==> config.mk <==
export PLATFORM = sky130hd
export DESIGN_NAME = twi_slave_ctl
export DESIGN_NICKNAME = d
export VERILOG_FILES = /design/src/verilog/twi_slave_pkg.sv /design/src/verilog/twi_slave_ctl.sv /design/src/verilog/twi_line_sync.sv
export SDC_FILE = /design/constraint.sdc
export NUM_CORES = 1
export LEC_CHECK = 0
export BUFFER_PORTS_ARGS = -buffer_cell sky130_fd_sc_hd__buf_2
export CAP_MARGIN = 5
export CELL_PAD_IN_SITES_DETAIL_PLACEMENT = 1
export CELL_PAD_IN_SITES_GLOBAL_PLACEMENT = 1
export CORE_UTILIZATION = 41
export CTS_CLUSTER_SIZE = 40
export DETAILED_ROUTE_END_ITERATION = 12
export PLACE_DENSITY = 0.89
export SLEW_MARGIN = 20
export SYNTH_ARGS = -nofsm -noshare
export SYNTH_HDL_FRONTEND = slang
export SYNTH_HIERARCHICAL = 1
export SYNTH_SLANG_ARGS = --single-unit
==> constraint.sdc <==
create_clock -name hclk -period 2.9 [get_ports hclk]
set_clock_uncertainty 0.2 [all_clocks]
set_input_delay 0.435 -clock hclk [delete_from_list [all_inputs] [get_ports hclk]]
set_output_delay 0.435 -clock hclk [all_outputs]
set_load 0.1 [all_outputs]
==> src/verilog/twi_slave_pkg.sv <==
// Constants, types and state layout for the two-wire slave control block
package twi_slave_pkg;

	// Register indices; byte address is four times the index
	localparam logic [2:0] IDX_CTRL_A = 3'h0;
	localparam logic [2:0] IDX_CTRL_B = 3'h1;
	localparam logic [2:0] IDX_STATUS = 3'h2;
	localparam logic [2:0] IDX_OWN    = 3'h3;
	localparam logic [2:0] IDX_DATA   = 3'h4;
	localparam logic [2:0] IDX_AUX    = 3'h6;

	// First control register fields
	localparam int CA_LVL_HI = 7;
	localparam int CA_LVL_LO = 6;
	localparam int CA_BYTE_IRQ_ENABLE   = 5;
	localparam int CA_ADDR_STOP_IRQ_ENABLE  = 4;
	localparam int CA_EN     = 3;
	localparam int CA_STOP_FLAG_ENABLE   = 2;
	localparam int CA_MATCH_ALL_ENABLE   = 1;
	localparam int CA_AUTO_ACK_ON_READ   = 0;

	// Second control register fields and command codes
	localparam int         CB_ACK        = 2;
	localparam logic [1:0] CMD_NO_ACTION_CODE     = 2'h0;
	localparam logic [1:0] CMD_RESERVED  = 2'h1;
	localparam logic [1:0] CMD_COMPLETE  = 2'h2;
	localparam logic [1:0] CMD_RESPONSE  = 2'h3;
	localparam logic       ACK_SEND      = 1'b0;

	// Status register fields
	localparam int ST_DIF   = 7;
	localparam int ST_ADDR_STOP_FLAG  = 6;
	localparam int ST_DRIVE_CLASH_FLAG  = 3;
	localparam int ST_BERR  = 2;

	// Auxiliary register: bus-state checking enable
	localparam int AUX_CHK = 0;

	// Reset values and bit counts
	localparam logic [7:0] CTRL_A_RST = 8'h00;
	localparam logic [7:0] OWN_RST    = 8'h00;
	localparam logic [3:0] BYTE_BITS  = 4'h8;
	localparam logic [3:0] FRAME_LAST = 4'h8;

	typedef logic [1:0] irq_lvl_t;

	typedef enum logic [2:0] {
		S_IDLE, S_ADDR, S_HOLD, S_ACK, S_RX, S_TX, S_TX_ACK
	} slv_state_e;

	typedef enum logic [1:0] {AFT_IDLE, AFT_RX, AFT_TXHOLD} after_e;

	// Synchronised line levels and detected conditions
	typedef struct packed {
		logic scl;
		logic sda;
		logic rise;
		logic fall;
		logic start;
		logic stop;
	} line_evt_s;

	// Line synchroniser state
	typedef struct packed {
		logic scl_a;
		logic scl_b;
		logic scl_c;
		logic sda_a;
		logic sda_b;
		logic sda_c;
	} sync_regs_s;

	// Slave control state
	typedef struct packed {
		slv_state_e  st;
		after_e      aft;
		logic [7:0]  ctrl_a;
		logic        ack_choice;
		logic [7:0]  own_addr;
		logic [7:0]  data;
		logic [7:0]  shift;
		logic [3:0]  bitcnt;
		logic [3:0]  frame_cnt;
		logic        frame_open;
		logic        ack_rose;
		logic        byte_done_flag;
		logic        addr_stop_flag;
		logic        hold;
		logic        last_master_ack;
		logic        clash;
		logic        illegal_bus_condition;
		logic        dir;
		logic        ap;
		logic        addressed;
		logic        bus_chk_en;
		logic        sda_drive;
		logic        ph_valid;
		logic        ph_write;
		logic [2:0]  ph_idx;
		logic [31:0] rdata;
	} slv_regs_s;

endpackage

==> src/verilog/twi_slave_ctl.sv <==
// Two-wire bus slave with control, command and status registers on AHB-Lite
`timescale 1ns/1ns
// Function
// Zero priority level blocks every interrupt request.
// Byte and address/stop interrupts need their flag and enable set.
// Slave works only while the enable bit is set.
// STOP sets the address/stop flag only when stop-flag enable is set.
// Match-all accepts every address, else only the own address; the code also accepts address 0 when own address bit 0 is set.
// Smart mode performs acknowledge on data register read.
// Software writes zeros to unused upper bits of second control.
// Ack choice 0 sends ACK, 1 NACK, on command or smart read.
// Command bits are strobes and read as zero.
// Acknowledge driven only for received bytes.
// 00 nothing, 01 reserved, 10 completes transaction.
// Command 11 after address: ack, then receive or set byte-done.
// Command 11 after data: ack and await byte in write direction.
// Command write clears flags and stretch, releases SCL.
// Ack choice written with command applies first.
// Byte-done set on clean byte, write-one clears, SCL held.
// Address/stop flag on match or collision; stretch only for address.
// Stretch status follows flags, read only.
// Status holds last master acknowledge bit.
// Collision sets flag, stops driving; cleared by write-one or START.
// Bus error on START/STOP off nine-bit boundary, when checking on.
// Direction captures address read/write bit; source bit recorded.
// Source bit 0 for STOP, 1 for address.
module twi_slave_ctl (
	input  wire logic                 hclk,
	input  wire logic                 hresetn,
	input  wire logic                 ce,
	input  wire logic                 hsel,
	input  wire logic [31:0]          haddr,
	input  wire logic [1:0]           htrans,
	input  wire logic                 hwrite,
	input  wire logic [2:0]           hsize,
	input  wire logic [31:0]          hwdata,
	input  wire logic                 hready,
	output logic                      hreadyout,
	output logic                      hresp,
	output logic [31:0]               hrdata,
	input  wire logic                 scl_i,
	input  wire logic                 sda_i,
	output logic                      scl_o,
	output logic                      scl_oe,
	output logic                      sda_o,
	output logic                      sda_oe,
	output logic                      irq,
	output twi_slave_pkg::irq_lvl_t   irq_level
);
	import twi_slave_pkg::*;

	slv_regs_s  q;
	slv_regs_s  d;
	line_evt_s  evt;
	logic       acc;
	logic       wr;
	logic [7:0] wd;
	logic       en;
	logic       rd_data;
	logic       cmd_wr;
	logic [1:0] cmd;
	logic       ack_eff;
	logic       do_resp;
	logic       match;

	twi_line_sync u_sync (
		.hclk    (hclk),
		.hresetn (hresetn),
		.ce      (ce),
		.scl_i   (scl_i),
		.sda_i   (sda_i),
		.evt     (evt)
	);

	// Register read view; command bits always read zero
	function automatic logic [7:0] rd_mux(input logic [2:0] idx,
		input slv_regs_s r);
		logic [7:0] v;
		v = 8'h00;
		case (idx)
			IDX_CTRL_A: v = r.ctrl_a;
			IDX_CTRL_B: v = {5'h00, r.ack_choice, 2'h0};
			IDX_STATUS: v = {r.byte_done_flag, r.addr_stop_flag, r.hold, r.last_master_ack,
				r.clash, r.illegal_bus_condition, r.dir, r.ap};
			IDX_OWN:    v = r.own_addr;
			IDX_DATA:   v = r.data;
			IDX_AUX:    v = {7'h00, r.bus_chk_en};
			default:    v = 8'h00;
		endcase
		return v;
	endfunction

	// Bus decode and address match terms
	assign acc     = hsel & htrans[1] & hready;
	assign wr      = q.ph_valid & q.ph_write;
	assign wd      = hwdata[7:0];
	assign en      = q.ctrl_a[CA_EN];
	assign rd_data = acc & ~hwrite & (haddr[4:2] == IDX_DATA);
	assign cmd_wr  = wr & (q.ph_idx == IDX_CTRL_B);
	assign cmd     = cmd_wr ? wd[1:0] : CMD_NO_ACTION_CODE;
	assign ack_eff = cmd_wr ? wd[CB_ACK] : q.ack_choice;
	assign match   = q.ctrl_a[CA_MATCH_ALL_ENABLE]
		| (q.shift[7:1] == q.own_addr[7:1])
		| (q.own_addr[0] & (q.shift[7:1] == 7'h00));
	// Smart read of a received byte acts like a response command
	assign do_resp = (q.st == S_HOLD) & ((cmd == CMD_RESPONSE)
		| (rd_data & q.ctrl_a[CA_AUTO_ACK_ON_READ] & (q.addr_stop_flag | (q.byte_done_flag & ~q.dir))));

	// Next-state logic: bus access, software effects, then bus events
	always_comb begin
		d = q;
		// Address phase capture and read data
		d.ph_valid = acc;
		d.ph_write = hwrite;
		d.ph_idx   = haddr[4:2];
		if (acc & ~hwrite) begin
			d.rdata = {24'h000000, rd_mux(haddr[4:2], q)};
		end
		// Data phase writes
		if (wr) begin
			case (q.ph_idx)
				IDX_CTRL_A: d.ctrl_a = wd;
				IDX_CTRL_B: d.ack_choice = wd[CB_ACK];
				IDX_STATUS: begin
					if (wd[ST_DIF]) d.byte_done_flag = 1'b0;
					if (wd[ST_ADDR_STOP_FLAG]) d.addr_stop_flag = 1'b0;
					if (wd[ST_DRIVE_CLASH_FLAG]) d.clash = 1'b0;
					if (wd[ST_BERR]) d.illegal_bus_condition = 1'b0;
					if (!d.byte_done_flag && !d.addr_stop_flag) d.hold = 1'b0;
				end
				IDX_OWN:    d.own_addr = wd;
				IDX_DATA:   d.data = wd;
				IDX_AUX:    d.bus_chk_en = wd[AUX_CHK];
				default: ;
			endcase
		end
		// Data register access clears flags and releases SCL
		if (rd_data | (wr & (q.ph_idx == IDX_DATA))) begin
			d.byte_done_flag  = 1'b0;
			d.addr_stop_flag = 1'b0;
			d.hold = 1'b0;
			if (wr & (q.st == S_HOLD) & q.dir & ~q.addr_stop_flag) begin
				d.st    = S_TX;
				d.shift = wd;
				d.sda_drive = ~wd[7];
				d.bitcnt = 4'h0;
			end
		end
		// Valid commands release the line
		if (cmd[1] | do_resp) begin
			d.byte_done_flag  = 1'b0;
			d.addr_stop_flag = 1'b0;
			d.hold = 1'b0;
		end
		if ((q.st == S_HOLD) & (cmd == CMD_COMPLETE)) begin
			d.st = S_IDLE;
			if (!q.dir) begin
				d.st = S_ACK;
				d.aft = AFT_IDLE;
			end
		end else if (do_resp) begin
			if (q.addr_stop_flag) begin
				d.st  = S_ACK;
				d.aft = q.dir ? AFT_TXHOLD : AFT_RX;
			end else if (!q.dir) begin
				d.st  = S_ACK;
				d.aft = AFT_RX;
			end else begin
				d.st    = S_TX;
				d.shift = q.data;
				d.sda_drive = ~q.data[7] & ~q.clash;
				d.bitcnt = 4'h0;
			end
		end
		if ((d.st == S_ACK) & (q.st == S_HOLD)) begin
			d.sda_drive = (ack_eff == ACK_SEND) & ~q.clash;
			d.ack_rose  = 1'b0;
		end
		// Nine-bit framing for bus error checks
		if (evt.rise & q.frame_open) begin
			d.frame_cnt = (q.frame_cnt == FRAME_LAST) ? 4'h0
				: q.frame_cnt + 4'h1;
		end
		if ((evt.start | evt.stop) & q.frame_open & q.bus_chk_en
			& (q.frame_cnt != 4'h0)) begin
			d.illegal_bus_condition = 1'b1;
		end
		if (evt.start) begin
			d.frame_open = 1'b1;
			d.frame_cnt  = 4'h0;
		end else if (evt.stop) begin
			d.frame_open = 1'b0;
		end
		// Bus engine
		if (!en) begin
			d.st = S_IDLE;
			d.sda_drive = 1'b0;
			d.hold = 1'b0;
			d.addressed = 1'b0;
		end else if (evt.start) begin
			d.clash  = 1'b0;
			d.st     = S_ADDR;
			d.bitcnt = 4'h0;
			d.sda_drive = 1'b0;
			d.addressed = 1'b0;
		end else if (evt.stop) begin
			d.sda_drive = 1'b0;
			d.st = S_IDLE;
			d.addressed = 1'b0;
			// Addressed since START, even if a command already went idle
			if (q.ctrl_a[CA_STOP_FLAG_ENABLE] & q.addressed) begin
				d.addr_stop_flag = 1'b1;
				d.ap   = 1'b0;
			end
		end else begin
			case (q.st)
				S_ADDR, S_RX: begin
					if (evt.rise) begin
						d.shift  = {q.shift[6:0], evt.sda};
						d.bitcnt = q.bitcnt + 4'h1;
					end
					if (evt.fall & (q.bitcnt == BYTE_BITS)) begin
						d.bitcnt = 4'h0;
						if (q.st == S_RX) begin
							d.data = q.shift;
							d.byte_done_flag  = 1'b1;
							d.hold = 1'b1;
							d.st   = S_HOLD;
						end else if (match) begin
							d.data = q.shift;
							d.addr_stop_flag = 1'b1;
							d.ap   = 1'b1;
							d.dir  = q.shift[0];
							d.addressed = 1'b1;
							d.hold = 1'b1;
							d.st   = S_HOLD;
						end else begin
							d.st = S_IDLE;
						end
					end
				end
				S_ACK: begin
					if (evt.rise) begin
						d.ack_rose = 1'b1;
						if (!q.sda_drive & !evt.sda & !q.clash) begin
							d.clash = 1'b1;
							d.addr_stop_flag  = 1'b1;
						end
					end
					if (evt.fall & q.ack_rose) begin
						d.sda_drive = 1'b0;
						d.ack_rose  = 1'b0;
						d.bitcnt    = 4'h0;
						case (q.aft)
							AFT_RX:     d.st = S_RX;
							AFT_TXHOLD: begin
								d.byte_done_flag  = 1'b1;
								d.hold = 1'b1;
								d.st   = S_HOLD;
							end
							default:    d.st = S_IDLE;
						endcase
					end
				end
				S_TX: begin
					if (evt.rise & q.shift[7] & ~evt.sda & ~q.clash) begin
						d.clash = 1'b1;
						d.addr_stop_flag  = 1'b1;
						d.sda_drive = 1'b0;
					end
					if (evt.fall) begin
						d.shift  = {q.shift[6:0], 1'b0};
						d.bitcnt = q.bitcnt + 4'h1;
						d.sda_drive = ~q.shift[6] & ~d.clash;
						if (q.bitcnt == BYTE_BITS - 4'h1) begin
							d.sda_drive = 1'b0;
							d.st = S_TX_ACK;
						end
					end
				end
				S_TX_ACK: begin
					if (evt.rise) begin
						d.last_master_ack    = evt.sda;
						d.ack_rose = 1'b1;
					end
					if (evt.fall & q.ack_rose) begin
						d.ack_rose = 1'b0;
						d.byte_done_flag  = 1'b1;
						d.hold = 1'b1;
						d.st   = S_HOLD;
					end
				end
				default: ;
			endcase
		end
	end

	// State register, frozen while the clock enable is low
	always_ff @(posedge hclk or negedge hresetn) begin
		if (!hresetn) begin
			q        <= '0;
			q.st     <= S_IDLE;
			q.aft    <= AFT_IDLE;
			q.ctrl_a <= CTRL_A_RST;
			q.own_addr <= OWN_RST;
		end else if (ce) begin
			q <= d;
		end
	end

	// Bus answer, open-drain pins and interrupt request
	assign hreadyout = 1'b1;
	assign hresp     = 1'b0;
	assign hrdata    = q.rdata;
	assign scl_o     = 1'b0;
	assign sda_o     = 1'b0;
	assign scl_oe    = q.hold;
	assign sda_oe    = q.sda_drive & ~q.clash;
	assign irq_level = q.ctrl_a[CA_LVL_HI:CA_LVL_LO];
	assign irq = (irq_level != 2'h0)
		& ((q.byte_done_flag & q.ctrl_a[CA_BYTE_IRQ_ENABLE])
		| (q.addr_stop_flag & q.ctrl_a[CA_ADDR_STOP_IRQ_ENABLE]));
endmodule

==> src/verilog/twi_line_sync.sv <==
// Two-flop synchroniser and START/STOP/edge finder for SCL and SDA
`timescale 1ns/1ns
module twi_line_sync (
	input  wire logic                   hclk,
	input  wire logic                   hresetn,
	input  wire logic                   ce,
	input  wire logic                   scl_i,
	input  wire logic                   sda_i,
	output twi_slave_pkg::line_evt_s    evt
);
	import twi_slave_pkg::*;

	sync_regs_s q;
	sync_regs_s d;

	// Shift both lines through two stages plus a history stage
	always_comb begin
		d = q;
		d.scl_a = scl_i;
		d.scl_b = q.scl_a;
		d.scl_c = q.scl_b;
		d.sda_a = sda_i;
		d.sda_b = q.sda_a;
		d.sda_c = q.sda_b;
	end

	// Lines idle high after reset
	always_ff @(posedge hclk or negedge hresetn) begin
		if (!hresetn) begin
			q <= '1;
		end else if (ce) begin
			q <= d;
		end
	end

	// Conditions seen only on the second and third stages
	assign evt.scl   = q.scl_b;
	assign evt.sda   = q.sda_b;
	assign evt.rise  = q.scl_b & ~q.scl_c;
	assign evt.fall  = ~q.scl_b & q.scl_c;
	assign evt.start = q.scl_b & q.scl_c & q.sda_c & ~q.sda_b;
	assign evt.stop  = q.scl_b & q.scl_c & ~q.sda_c & q.sda_b;

endmodule

==> results of run 1 <==
## layout by cell type, fill, tap and decap left out, types with 5 or more instances in the layout
master	count
xor2_1	5
o21ai_0	48
mux2_4	6
nand2_1	63
dfrtp_1	72
o22ai_1	5
and2_1	5
nand2b_1	5
nor2_1	24
a21o_1	5
buf_2	31
conb_1	28
a21oi_1	20
inv_1	23
nor2b_1	6
dfstp_2	6
clkbuf_16	9
buf_4	28
a22oi_1	12
nor3_1	6
a31oi_1	9
nand4_1	24
mux2_2	23
mux2i_1	19
o221ai_1	5
xnor2_1	6
nand3_1	23
## per-layer routing
metal / up-vias / global-route usage, %
li1: 2109 / -
met1: 2457 / 33.0
met4: 0 / 15.9
met2: 207 / 45.8
met3: 65 / 5.23
met5: - / 0
## final timing paths
| check | end | slack (ns) | cells past startpoint |
|---|---|---|---|
| hold / removal | hrdata[5]$_DFFE_PN0P_ | -0.08 | 1 |
| min in group hclk | u_sync/d[4]$_DFFE_PN1P_ | 0.13 | 2 |
| hold reg to reg | hrdata[0]$_DFFE_PN0P_ | 0.28 | 2 |
| setup / recovery | q[66]$_DFFE_PN0P_ | 0.16 | 7 |
| max in group asynchronous | q[49]$_DFFE_PN0P_ | 2.04 | 1 |
| setup reg to reg | q[66]$_DFFE_PN0P_ | 0.16 | 7 |
## flip-flops by register name (all words and copies together) (netlist names)
name / count
hrdata: 8
en: 1
irq_level: 2
u_sync/q: 2
u_sync/d: 2
u_sync/evt: 2
q: 60
scl_oe: 1
## worst register-to-register path: cells and delay by family (launching register included)
kind | cells | cell delay, ns
AOI/OAI and AO/OA | 3 | 0.65
buffers and inverters | 1 | 0.21
DFF | 1 | 0.39
and+or+nand+nor | 3 | 1.16
## per-stage QoR
stage / util [%] / setup WS, ns / power [mW]
detailed placement: 43.7 / 0.0946 / 2.21
global placement: 43.7 / 0.212 / 2.16
global route: 45.9 / 0.00816 / 3.39
floorplan: - / 0.348 / 2.03
finish: 45.9 / 0.160 / 3.27
CTS: 45.8 / 0.151 / 3.27
## power groups by stage
stage               Clock (mW)  Sequential (mW)  Combinational (mW)
floorplan                    0             1.32               0.715
global placement             0             1.37               0.786
detailed placement           0             1.39               0.817
CTS                       1.07             1.37               0.827
global route              1.11             1.39               0.889
finish                    1.06             1.38               0.829
## cell type report
cell class,count,area (µm²),share of cell area (%)
inverter,24,90.1,1.56
clock buffer,12,246,4.26
tap,172,215,3.72
timing repair buffer,60,377,6.51
multi-input combinational,431,2880,49.7
clock inverter,4,22.5,0.389
sequential,78,1960,33.9
==> impl_metrics.env, run 1 <==
export IMPL_status="finished with violations"
export IMPL_violations="hold timing"
export IMPL_crit_start="q[95]$_DFFE_PN0P_"
export IMPL_crit_chain="buf_4 > nand2b_1 > or4_1 > o221ai_2 > nand2_2 > a22oi_1 > o211ai_1"
export IMPL_io_pins=118
export IMPL_track_usage_pct=27.4
export IMPL_hold_path_class="primary input to asynchronous set/reset pin"
export IMPL_critPathCaptureType="flip-flop"
export IMPL_clkTransAtPathRegs_ns=0.06
export IMPL_period_needed_ns=2.74
export IMPL_syn_cell_area_mm2=0.00529
export IMPL_synthCells=580
export IMPL_first_pass_iters=5
export IMPL_ir_drop_uv=239
export IMPL_syn2layout_area_growth_pct=9.49
export IMPL_clock_sinks=78
export IMPL_p_int_mw=2.05
export IMPL_whs_ns=-0.0791
export IMPL_root_buffer="clkbuf_16"
export IMPL_stdcell_count=781
export IMPL_p_clk_share_pct=32.5
export IMPL_grt_antenna_before_repair=0
export IMPL_wl_met2_um=8580
export IMPL_final_area_mm2=0.00579
export IMPL_clock_latency_ns=0.35
export IMPL_drt_iter0_drc=512
export IMPL_cp_slowest_stage_delay_ns=0.64
export IMPL_grt_setup_unrepaired="no"
export IMPL_start_util_pct=41.9
export IMPL_startpoint_type="flip-flop"
export IMPL_rows=41
export IMPL_setup_tns_ns=0
export IMPL_cts_hold_buffers=0
export IMPL_post_cts_setup_buffers=0
export IMPL_setup_violations=0
export IMPL_pwr_density_cell_mw_per_mm2=565
export IMPL_cap_viol_max_count=0
export IMPL_slew_headroom_pct=42.7
export IMPL_tightest_slew_ns=0.848
export IMPL_critPathRequiredTime_ns=2.91
export IMPL_route_met3_wl_um=1110
export IMPL_gr_total_overflow=0
export IMPL_fin_nets=685
export IMPL_cts_max_path_buffers=2
export IMPL_slew_viol_final=0
export IMPL_grt_max_degree=79
export IMPL_p_leak_nw=2.56
export IMPL_cp_top_family="simple AND/OR/NAND/NOR gates"
export IMPL_crit_buf_inv=1
export IMPL_ctsHtreeMaxLevel=3
export IMPL_antennaDiodeCount=0
export IMPL_grt_pass1_vias=5235
export IMPL_ant_nets=0
export IMPL_highest_layer="met4"
export IMPL_crit_slowest_cell="or4_1"
export IMPL_critical_path_arrival_ns=2.75
export IMPL_drc_errors=0
export IMPL_fmax_mhz=365
export IMPL_hold_viol=72
export IMPL_crit_type="flip-flop to flip-flop"
export IMPL_die_h_um=116
export IMPL_grt_pass1_wl_um=27800
export IMPL_avgSynthCellArea_um2=9.11
export IMPL_yosys_warnings=6
export IMPL_post_cts_resize_count=0
export IMPL_cts_made_buffers=9
export IMPL_reg2reg_from="q[95]$_DFFE_PN0P_"
export IMPL_dpl_hpwl_um=12200
export IMPL_placedInstanceArea_mm2=0.00551
export IMPL_via_per_inst=6.19
export IMPL_placed_cells=765
export IMPL_p_sw_mw=1.22
export IMPL_dieWidth_um=116
export IMPL_wl_met1_um=6740
export IMPL_cts_tree="yes"
export IMPL_drive_gt1_share_pct=20.5
export IMPL_io_buffers=32
export IMPL_period_share_pct=94.5
export IMPL_fill_cells=1486
export IMPL_p_comb_share_pct=25.3
export IMPL_place_congestion=0.888
export IMPL_dieArea_mm2=0.0134
export IMPL_fp_coreArea_mm2=0.0126
export IMPL_routed_wl_um=17100
export IMPL_avgRoutedWirePerCell_um=21.9
export IMPL_vias=4838
export IMPL_p_seq_share_pct=42.2
export IMPL_path_max_fanout=19
export IMPL_swShare_pct=37.4
Note: power is estimated with default switching activity, not from simulation.
==> run 2: changes to the inputs <==
--- a/config.mk
+++ b/config.mk
@@ -12,9 +12,8 @@
 export CORE_UTILIZATION = 41
 export CTS_CLUSTER_SIZE = 40
 export DETAILED_ROUTE_END_ITERATION = 12
-export PLACE_DENSITY = 0.89
-export SLEW_MARGIN = 20
+export PLACE_DENSITY = 0.9
+export SLEW_MARGIN = 15
 export SYNTH_ARGS = -nofsm -noshare
 export SYNTH_HDL_FRONTEND = slang
-export SYNTH_HIERARCHICAL = 1
 export SYNTH_SLANG_ARGS = --single-unit
==> run 2 against run 1 <==
  * The flow now finishes without violations
  * Setup slack gained 0.062 ns
  * Sequential share of layout area grew 0.69 points
  * Count of clock-buffer cells in the layout shrank 3
  * Largest cell class unchanged
  * Highest routed layer unchanged
==> impl_metrics.env, run 2 <==
export IMPL_status="finished, final reports clean"
export IMPL_ant_nets=0
export IMPL_critical_path_arrival_ns=2.74
export IMPL_slew_viol_final=0
export IMPL_period_share_pct=92.3
export IMPL_place_congestion=0.954
export IMPL_clock_latency_ns=0.35
export IMPL_cts_made_buffers=9
export IMPL_routed_wl_um=17500
export IMPL_setup_violations=0
export IMPL_cts_tree="yes"
export IMPL_fmax_mhz=373
export IMPL_drive_gt1_share_pct=19.5
export IMPL_period_needed_ns=2.68
export IMPL_track_usage_pct=27.8
export IMPL_rows=40
export IMPL_final_common_cell="dfrtp_1"
export IMPL_whs_ns=0.0241
export IMPL_start_util_pct=42.5
export IMPL_grt_antenna_before_repair=0
export IMPL_ctsHtreeMaxLevel=3
export IMPL_synthCells=579
export IMPL_p_leak_nw=2.47
export IMPL_synth_seq_cells=78
export IMPL_seqCellArea_mm2=0.00196
export IMPL_crit_type="flip-flop to flip-flop"
export IMPL_gr_total_overflow=0
export IMPL_ys_types=70
export IMPL_largest_reg_flops=60
export IMPL_synth_ff_type="dfrtp_1"
export IMPL_final_cell_mix="72 x dfrtp_1, 60 x nand2_1, 43 x nor2_1"
export IMPL_pwr_density_cell_mw_per_mm2=621
export IMPL_ys_async_sr_fraction_pct=100
export IMPL_hold_path_class="primary input to asynchronous set/reset pin"
export IMPL_hold_viol=0
export IMPL_regMostFlops="q"
export IMPL_synth_top_area_share_pct=34.8
export IMPL_dpl_hpwl_um=11600
export IMPL_syn2layout_area_growth_pct=9.65
export IMPL_startpoint_type="flip-flop"
export IMPL_synth_edf_count=0
export IMPL_yosys_warnings=0
export IMPL_avgSynthCellArea_um2=8.93
export IMPL_drc_errors=0
export IMPL_fill_cells=1427
export IMPL_vias=4907
export IMPL_post_cts_resize_count=0
export IMPL_antennaDiodeCount=0
export IMPL_grt_setup_unrepaired="no"
export IMPL_ys_seq_area_share_pct=37.9
export IMPL_ir_drop_uv=309
export IMPL_grt_max_degree=79
export IMPL_critPathRequiredTime_ns=2.96
export IMPL_critPathCaptureType="flip-flop"
export IMPL_root_buffer="clkbuf_16"
export IMPL_cap_viol_max_count=0
export IMPL_cts_max_path_buffers=2
export IMPL_slew_headroom_pct=33.1
export IMPL_die_h_um=114
export IMPL_synth_area_leaders="dfrtp_1 35%, mux2_2 7.0%, buf_4 6.0%, nand2_1 4.4%, o21ai_0 3.7%"
export IMPL_synth_top_area_cell="dfrtp_1"
export IMPL_avgRoutedWirePerCell_um=22.6
export IMPL_setup_tns_ns=0
export IMPL_syn_cell_area_mm2=0.00517
export IMPL_yosysMostFrequentCell="dfrtp_1"
export IMPL_tightest_slew_ns=1.00
export IMPL_clkTransAtPathRegs_ns=0.07
export IMPL_dieWidth_um=114
export IMPL_post_cts_setup_buffers=0
export IMPL_drt_iter0_drc=476
export IMPL_fp_coreArea_mm2=0.0122
export IMPL_clock_sinks=78
export IMPL_fin_nets=680
export IMPL_via_per_inst=6.36
export IMPL_multiInputGateArea_mm2=0.00282
export IMPL_io_buffers=32
export IMPL_io_pins=118
export IMPL_synth_top_cells_by_count="72 x dfrtp_1, 60 x nand2_1, 43 x nor2_1"
export IMPL_path_max_fanout=18
export IMPL_first_pass_iters=5
export IMPL_grt_pass1_vias=5072
export IMPL_grt_pass1_wl_um=27400
export IMPL_dieArea_mm2=0.0131
export IMPL_cts_hold_buffers=0
[run 2: worst paths after layout]
path	start	to	slack [ns]	depth (start not counted)
worst max register to register	q[34]$_DFFE_PN0P_	q[62]$_DFFE_PN0P_	0.22	5
max in group asynchronous	hresetn	q[58]$_DFFE_PN0P_	1.80	1
worst max-delay path	q[34]$_DFFE_PN0P_	q[62]$_DFFE_PN0P_	0.22	5
worst min register to register	hrdata[1]$_DFFE_PN0P_	hrdata[1]$_DFFE_PN0P_	0.27	2
min in group hclk	scl_i	u_sync.d[4]$_DFFE_PN1P_	0.13	2
worst min-delay path	hresetn	hrdata[3]$_DFFE_PN0P_	0.02	1
[run 2: worst max-delay path, stage by stage (launching register included)]
cell      delay [ns]
dfrtp_1         0.40
nand4b_1        0.38
nor2_1          0.52
nand3_2         0.49
a211o_1         0.41
a31oi_1         0.19
[run 2: metrics by stage]
step	area [µm²]	utilization, %	power, mW	instances	setup WS, ns
final	5670	46.6	3.52	772	0.222
after global routing	5670	46.6	3.64	772	0.152
after CTS	5670	46.6	3.51	772	0.297
after detailed placement	5370	44.1	2.30	756	0.372
after global placement	5370	44.1	2.23	756	0.497
after floorplan	5270	-	2.11	605	0.503
[run 2: logic make-up after synthesis]
family,count (synthesis),synth area share (%)
other cells,2,0.145
flops,78,37.9
fa+ha+maj,4,0.968
compound gates,147,18.7
xor+xnor,10,1.84
buf+inv,85,9.48
mux,48,10.3
simple gates,205,20.7
[run 2: metal layers]
layer,share of wire (%),up-vias,global-route usage [%]
met5,0,-,0
met4,5.5,0,16.2
li1,-,2079,-
met1,40,2423,34.7
met2,47,309,45.3
met3,7.5,96,5.03
[run 2: area by class of cell]
cell class	instances	share of cell area, %
clock buffers	9	3.97
inverters	15	0.993
repair buffers	53	5.65
clock inverters	7	1.41
multi-input cells	442	49.7
flip-flops and latches	78	34.5
well taps	168	3.71
[run 2: report_power, final]
part	switching [mW]	internal, mW	total (mW)
clock network	0.524	0.681	1.20
registers	0.192	1.23	1.42
logic	0.642	0.252	0.894
==> run 3: changes to the inputs <==
--- a/config.mk
+++ b/config.mk
@@ -9,10 +9,13 @@
 export CAP_MARGIN = 5
 export CELL_PAD_IN_SITES_DETAIL_PLACEMENT = 1
 export CELL_PAD_IN_SITES_GLOBAL_PLACEMENT = 1
-export CORE_UTILIZATION = 41
+export CORE_UTILIZATION = 42
+export CTS_BUF_LIST = sky130_fd_sc_hd__clkbuf_4 sky130_fd_sc_hd__clkbuf_8
 export CTS_CLUSTER_SIZE = 40
 export DETAILED_ROUTE_END_ITERATION = 12
-export PLACE_DENSITY = 0.9
+export MAX_ROUTING_LAYER = met4
+export PLACE_DENSITY = 0.92
+export SETUP_SLACK_MARGIN = 0.3
 export SLEW_MARGIN = 15
 export SYNTH_ARGS = -nofsm -noshare
 export SYNTH_HDL_FRONTEND = slang
==> run 3 against run 2 <==
  * Setup slack gained 0.15 ns
  * Final area is 1.5% lower
  * Register-to-register slack better by 0.15 ns
  * Count of clock-buffer cells in the layout up 3
  * Critical path type unchanged
  * Critical endpoint is now q[37]$_DFFE_PN0P_
  * Largest cell class unchanged
  * Largest power group unchanged
==> impl_metrics.env, run 3 (synthesized netlist as in run 2, its figures left out) <==
export IMPL_rows=40
export IMPL_final_common_cell="dfrtp_1"
export IMPL_dpl_hpwl_um=11500
export IMPL_ant_nets=0
export IMPL_drive_gt1_share_pct=19.9
export IMPL_whs_ns=0.0955
export IMPL_regMostFlops="q"
export IMPL_fp_coreArea_mm2=0.0120
export IMPL_p_seq_share_pct=45.4
export IMPL_setup_tns_ns=0
export IMPL_grt_pass1_wl_um=25800
export IMPL_avgRoutedWirePerCell_um=21.2
export IMPL_cts_made_buffers=9
export IMPL_final_area_mm2=0.00558
export IMPL_place_congestion=0.916
export IMPL_stdcell_count=754
export IMPL_crit_chain="and2b_1 > nor3b_1 > a22o_1 > or3_1 > o41ai_1 > a21o_1"
export IMPL_hold_path_class="primary input to flip-flop"
export IMPL_hold_viol=0
export IMPL_placedInstanceArea_mm2=0.00536
export IMPL_die_h_um=113
export IMPL_vias=4663
export IMPL_antennaDiodeCount=0
export IMPL_pwr_density_cell_mw_per_mm2=556
export IMPL_start_util_pct=43.1
export IMPL_cap_viol_max_count=0
export IMPL_reg2reg_depth=6
export IMPL_cts_tree="yes"
export IMPL_p_leak_nw=2.44
export IMPL_root_buffer="clkbuf_8"
export IMPL_critPathCaptureType="flip-flop"
export IMPL_p_sw_mw=1.25
export IMPL_cp_slowest_stage_delay_ns=0.60
export IMPL_placed_cells=736
export IMPL_crit_slowest_cell="dfstp_2"
export IMPL_status="finished, final reports clean"
export IMPL_period_share_pct=87.1
export IMPL_p_clk_share_pct=26.4
export IMPL_gr_total_overflow=0
export IMPL_startpoint_type="flip-flop"
export IMPL_first_pass_iters=5
export IMPL_via_per_inst=6.18
export IMPL_critical_path_arrival_ns=2.66
export IMPL_ctsHtreeMaxLevel=3
export IMPL_period_needed_ns=2.53
export IMPL_grt_antenna_before_repair=0
export IMPL_multiInputGateArea_mm2=0.00284
export IMPL_critPathRequiredTime_ns=3.03
export IMPL_swShare_pct=40.3
export IMPL_p_int_mw=1.85
export IMPL_dieArea_mm2=0.0128
export IMPL_path_max_fanout=9
export IMPL_drc_errors=0
export IMPL_crit_type="flip-flop to flip-flop"
export IMPL_fin_nets=683
export IMPL_clock_sinks=78
export IMPL_power_mw=3.10
export IMPL_io_buffers=32
export IMPL_p_comb_share_pct=28.2
export IMPL_clkTransAtPathRegs_ns=0.10
export IMPL_slew_headroom_pct=46.1
export IMPL_setup_violations=0
export IMPL_syn2layout_area_growth_pct=7.96
export IMPL_final_cell_mix="72 x dfrtp_1, 60 x nand2_1, 42 x nor2_1"
export IMPL_routed_wl_um=16000
export IMPL_dieWidth_um=113
export IMPL_fmax_mhz=396
export IMPL_min_path_cells=2
export IMPL_ir_drop_uv=211
export IMPL_grt_setup_unrepaired="no"
export IMPL_drt_iter0_drc=376
export IMPL_tightest_slew_ns=0.806
export IMPL_largest_reg_flops=60
export IMPL_track_usage_pct=27.3
export IMPL_grt_pass1_vias=4729
export IMPL_fill_cells=1430
export IMPL_clock_latency_ns=0.39
export IMPL_seqCellArea_mm2=0.00196
export IMPL_io_pins=118
export IMPL_grt_max_degree=45
export IMPL_cts_max_path_buffers=2
export IMPL_slew_viol_final=0
## run 3: power groups by stage
stage | Clock [mW] | Combinational, mW | Sequential, mW
after floorplan | 0 | 0.762 | 1.34
after global placement | 0 | 0.832 | 1.41
after detailed placement | 0 | 0.866 | 1.42
after CTS | 0.836 | 0.873 | 1.40
after global routing | 0.870 | 0.940 | 1.43
final | 0.818 | 0.875 | 1.41
## run 3: final cells by class
| class | instances | share of cell area [%] |
|---|---|---|
| clock buffer | 12 | 2.85 |
| clock inverter | 4 | 0.538 |
| inverter | 15 | 1.01 |
| multi-input combinational | 442 | 50.8 |
| sequential | 78 | 35.1 |
| tap | 147 | 3.29 |
| timing repair buffer | 56 | 6.41 |
## run 3: critical path, delay by kind of cell (launching register included)
family	cells	cell delay, ns
and+or+nand+nor	3	0.92
AOI/OAI and AO/OA	3	0.75
DFF	1	0.60
## run 3: timing repair
item                       4_1_cts  5_1_grt
setup endpoints to repair        0       19
gates resized for setup          0        4
hold buffers                     1        0
hold endpoints to repair        43        0
setup buffers                    0        1
## run 3: path summary, 6_finish.rpt
check                                        start                       to  slack, ns
setup / recovery           u_sync.q[3]$_DFFE_PN1P_        q[37]$_DFFE_PN0P_       0.37
hold / removal                               sda_i  u_sync.d[1]$_DFFE_PN1P_        0.1
setup reg to reg           u_sync.q[3]$_DFFE_PN1P_        q[37]$_DFFE_PN0P_       0.37
hold reg to reg              hrdata[1]$_DFFE_PN0P_    hrdata[1]$_DFFE_PN0P_       0.28
max in group asynchronous                  hresetn  u_sync.d[4]$_DFFE_PN1P_       1.40
min in group asynchronous                  hresetn    hrdata[4]$_DFFE_PN0P_       0.41
## run 3: metal layers
| layer | GRT usage (%) | wire (µm) | up-vias |
|---|---|---|---|
| li1 | - | - | 2069 |
| met1 | 35.0 | 6550 | 2317 |
| met2 | 40.8 | 7430 | 223 |
| met3 | 4.98 | 1320 | 54 |
| met4 | 15.8 | 650 | 0 |
| met5 | - | 0 | - |
## run 3: stage by stage
stage	setup WS, ns	utilization, %
2_1_floorplan	0.503	-
3_3_place_gp	0.494	44.6
3_5_place_dp	0.368	44.6
4_1_cts	0.332	46.3
5_1_grt	0.314	46.5
6_report	0.374	46.5
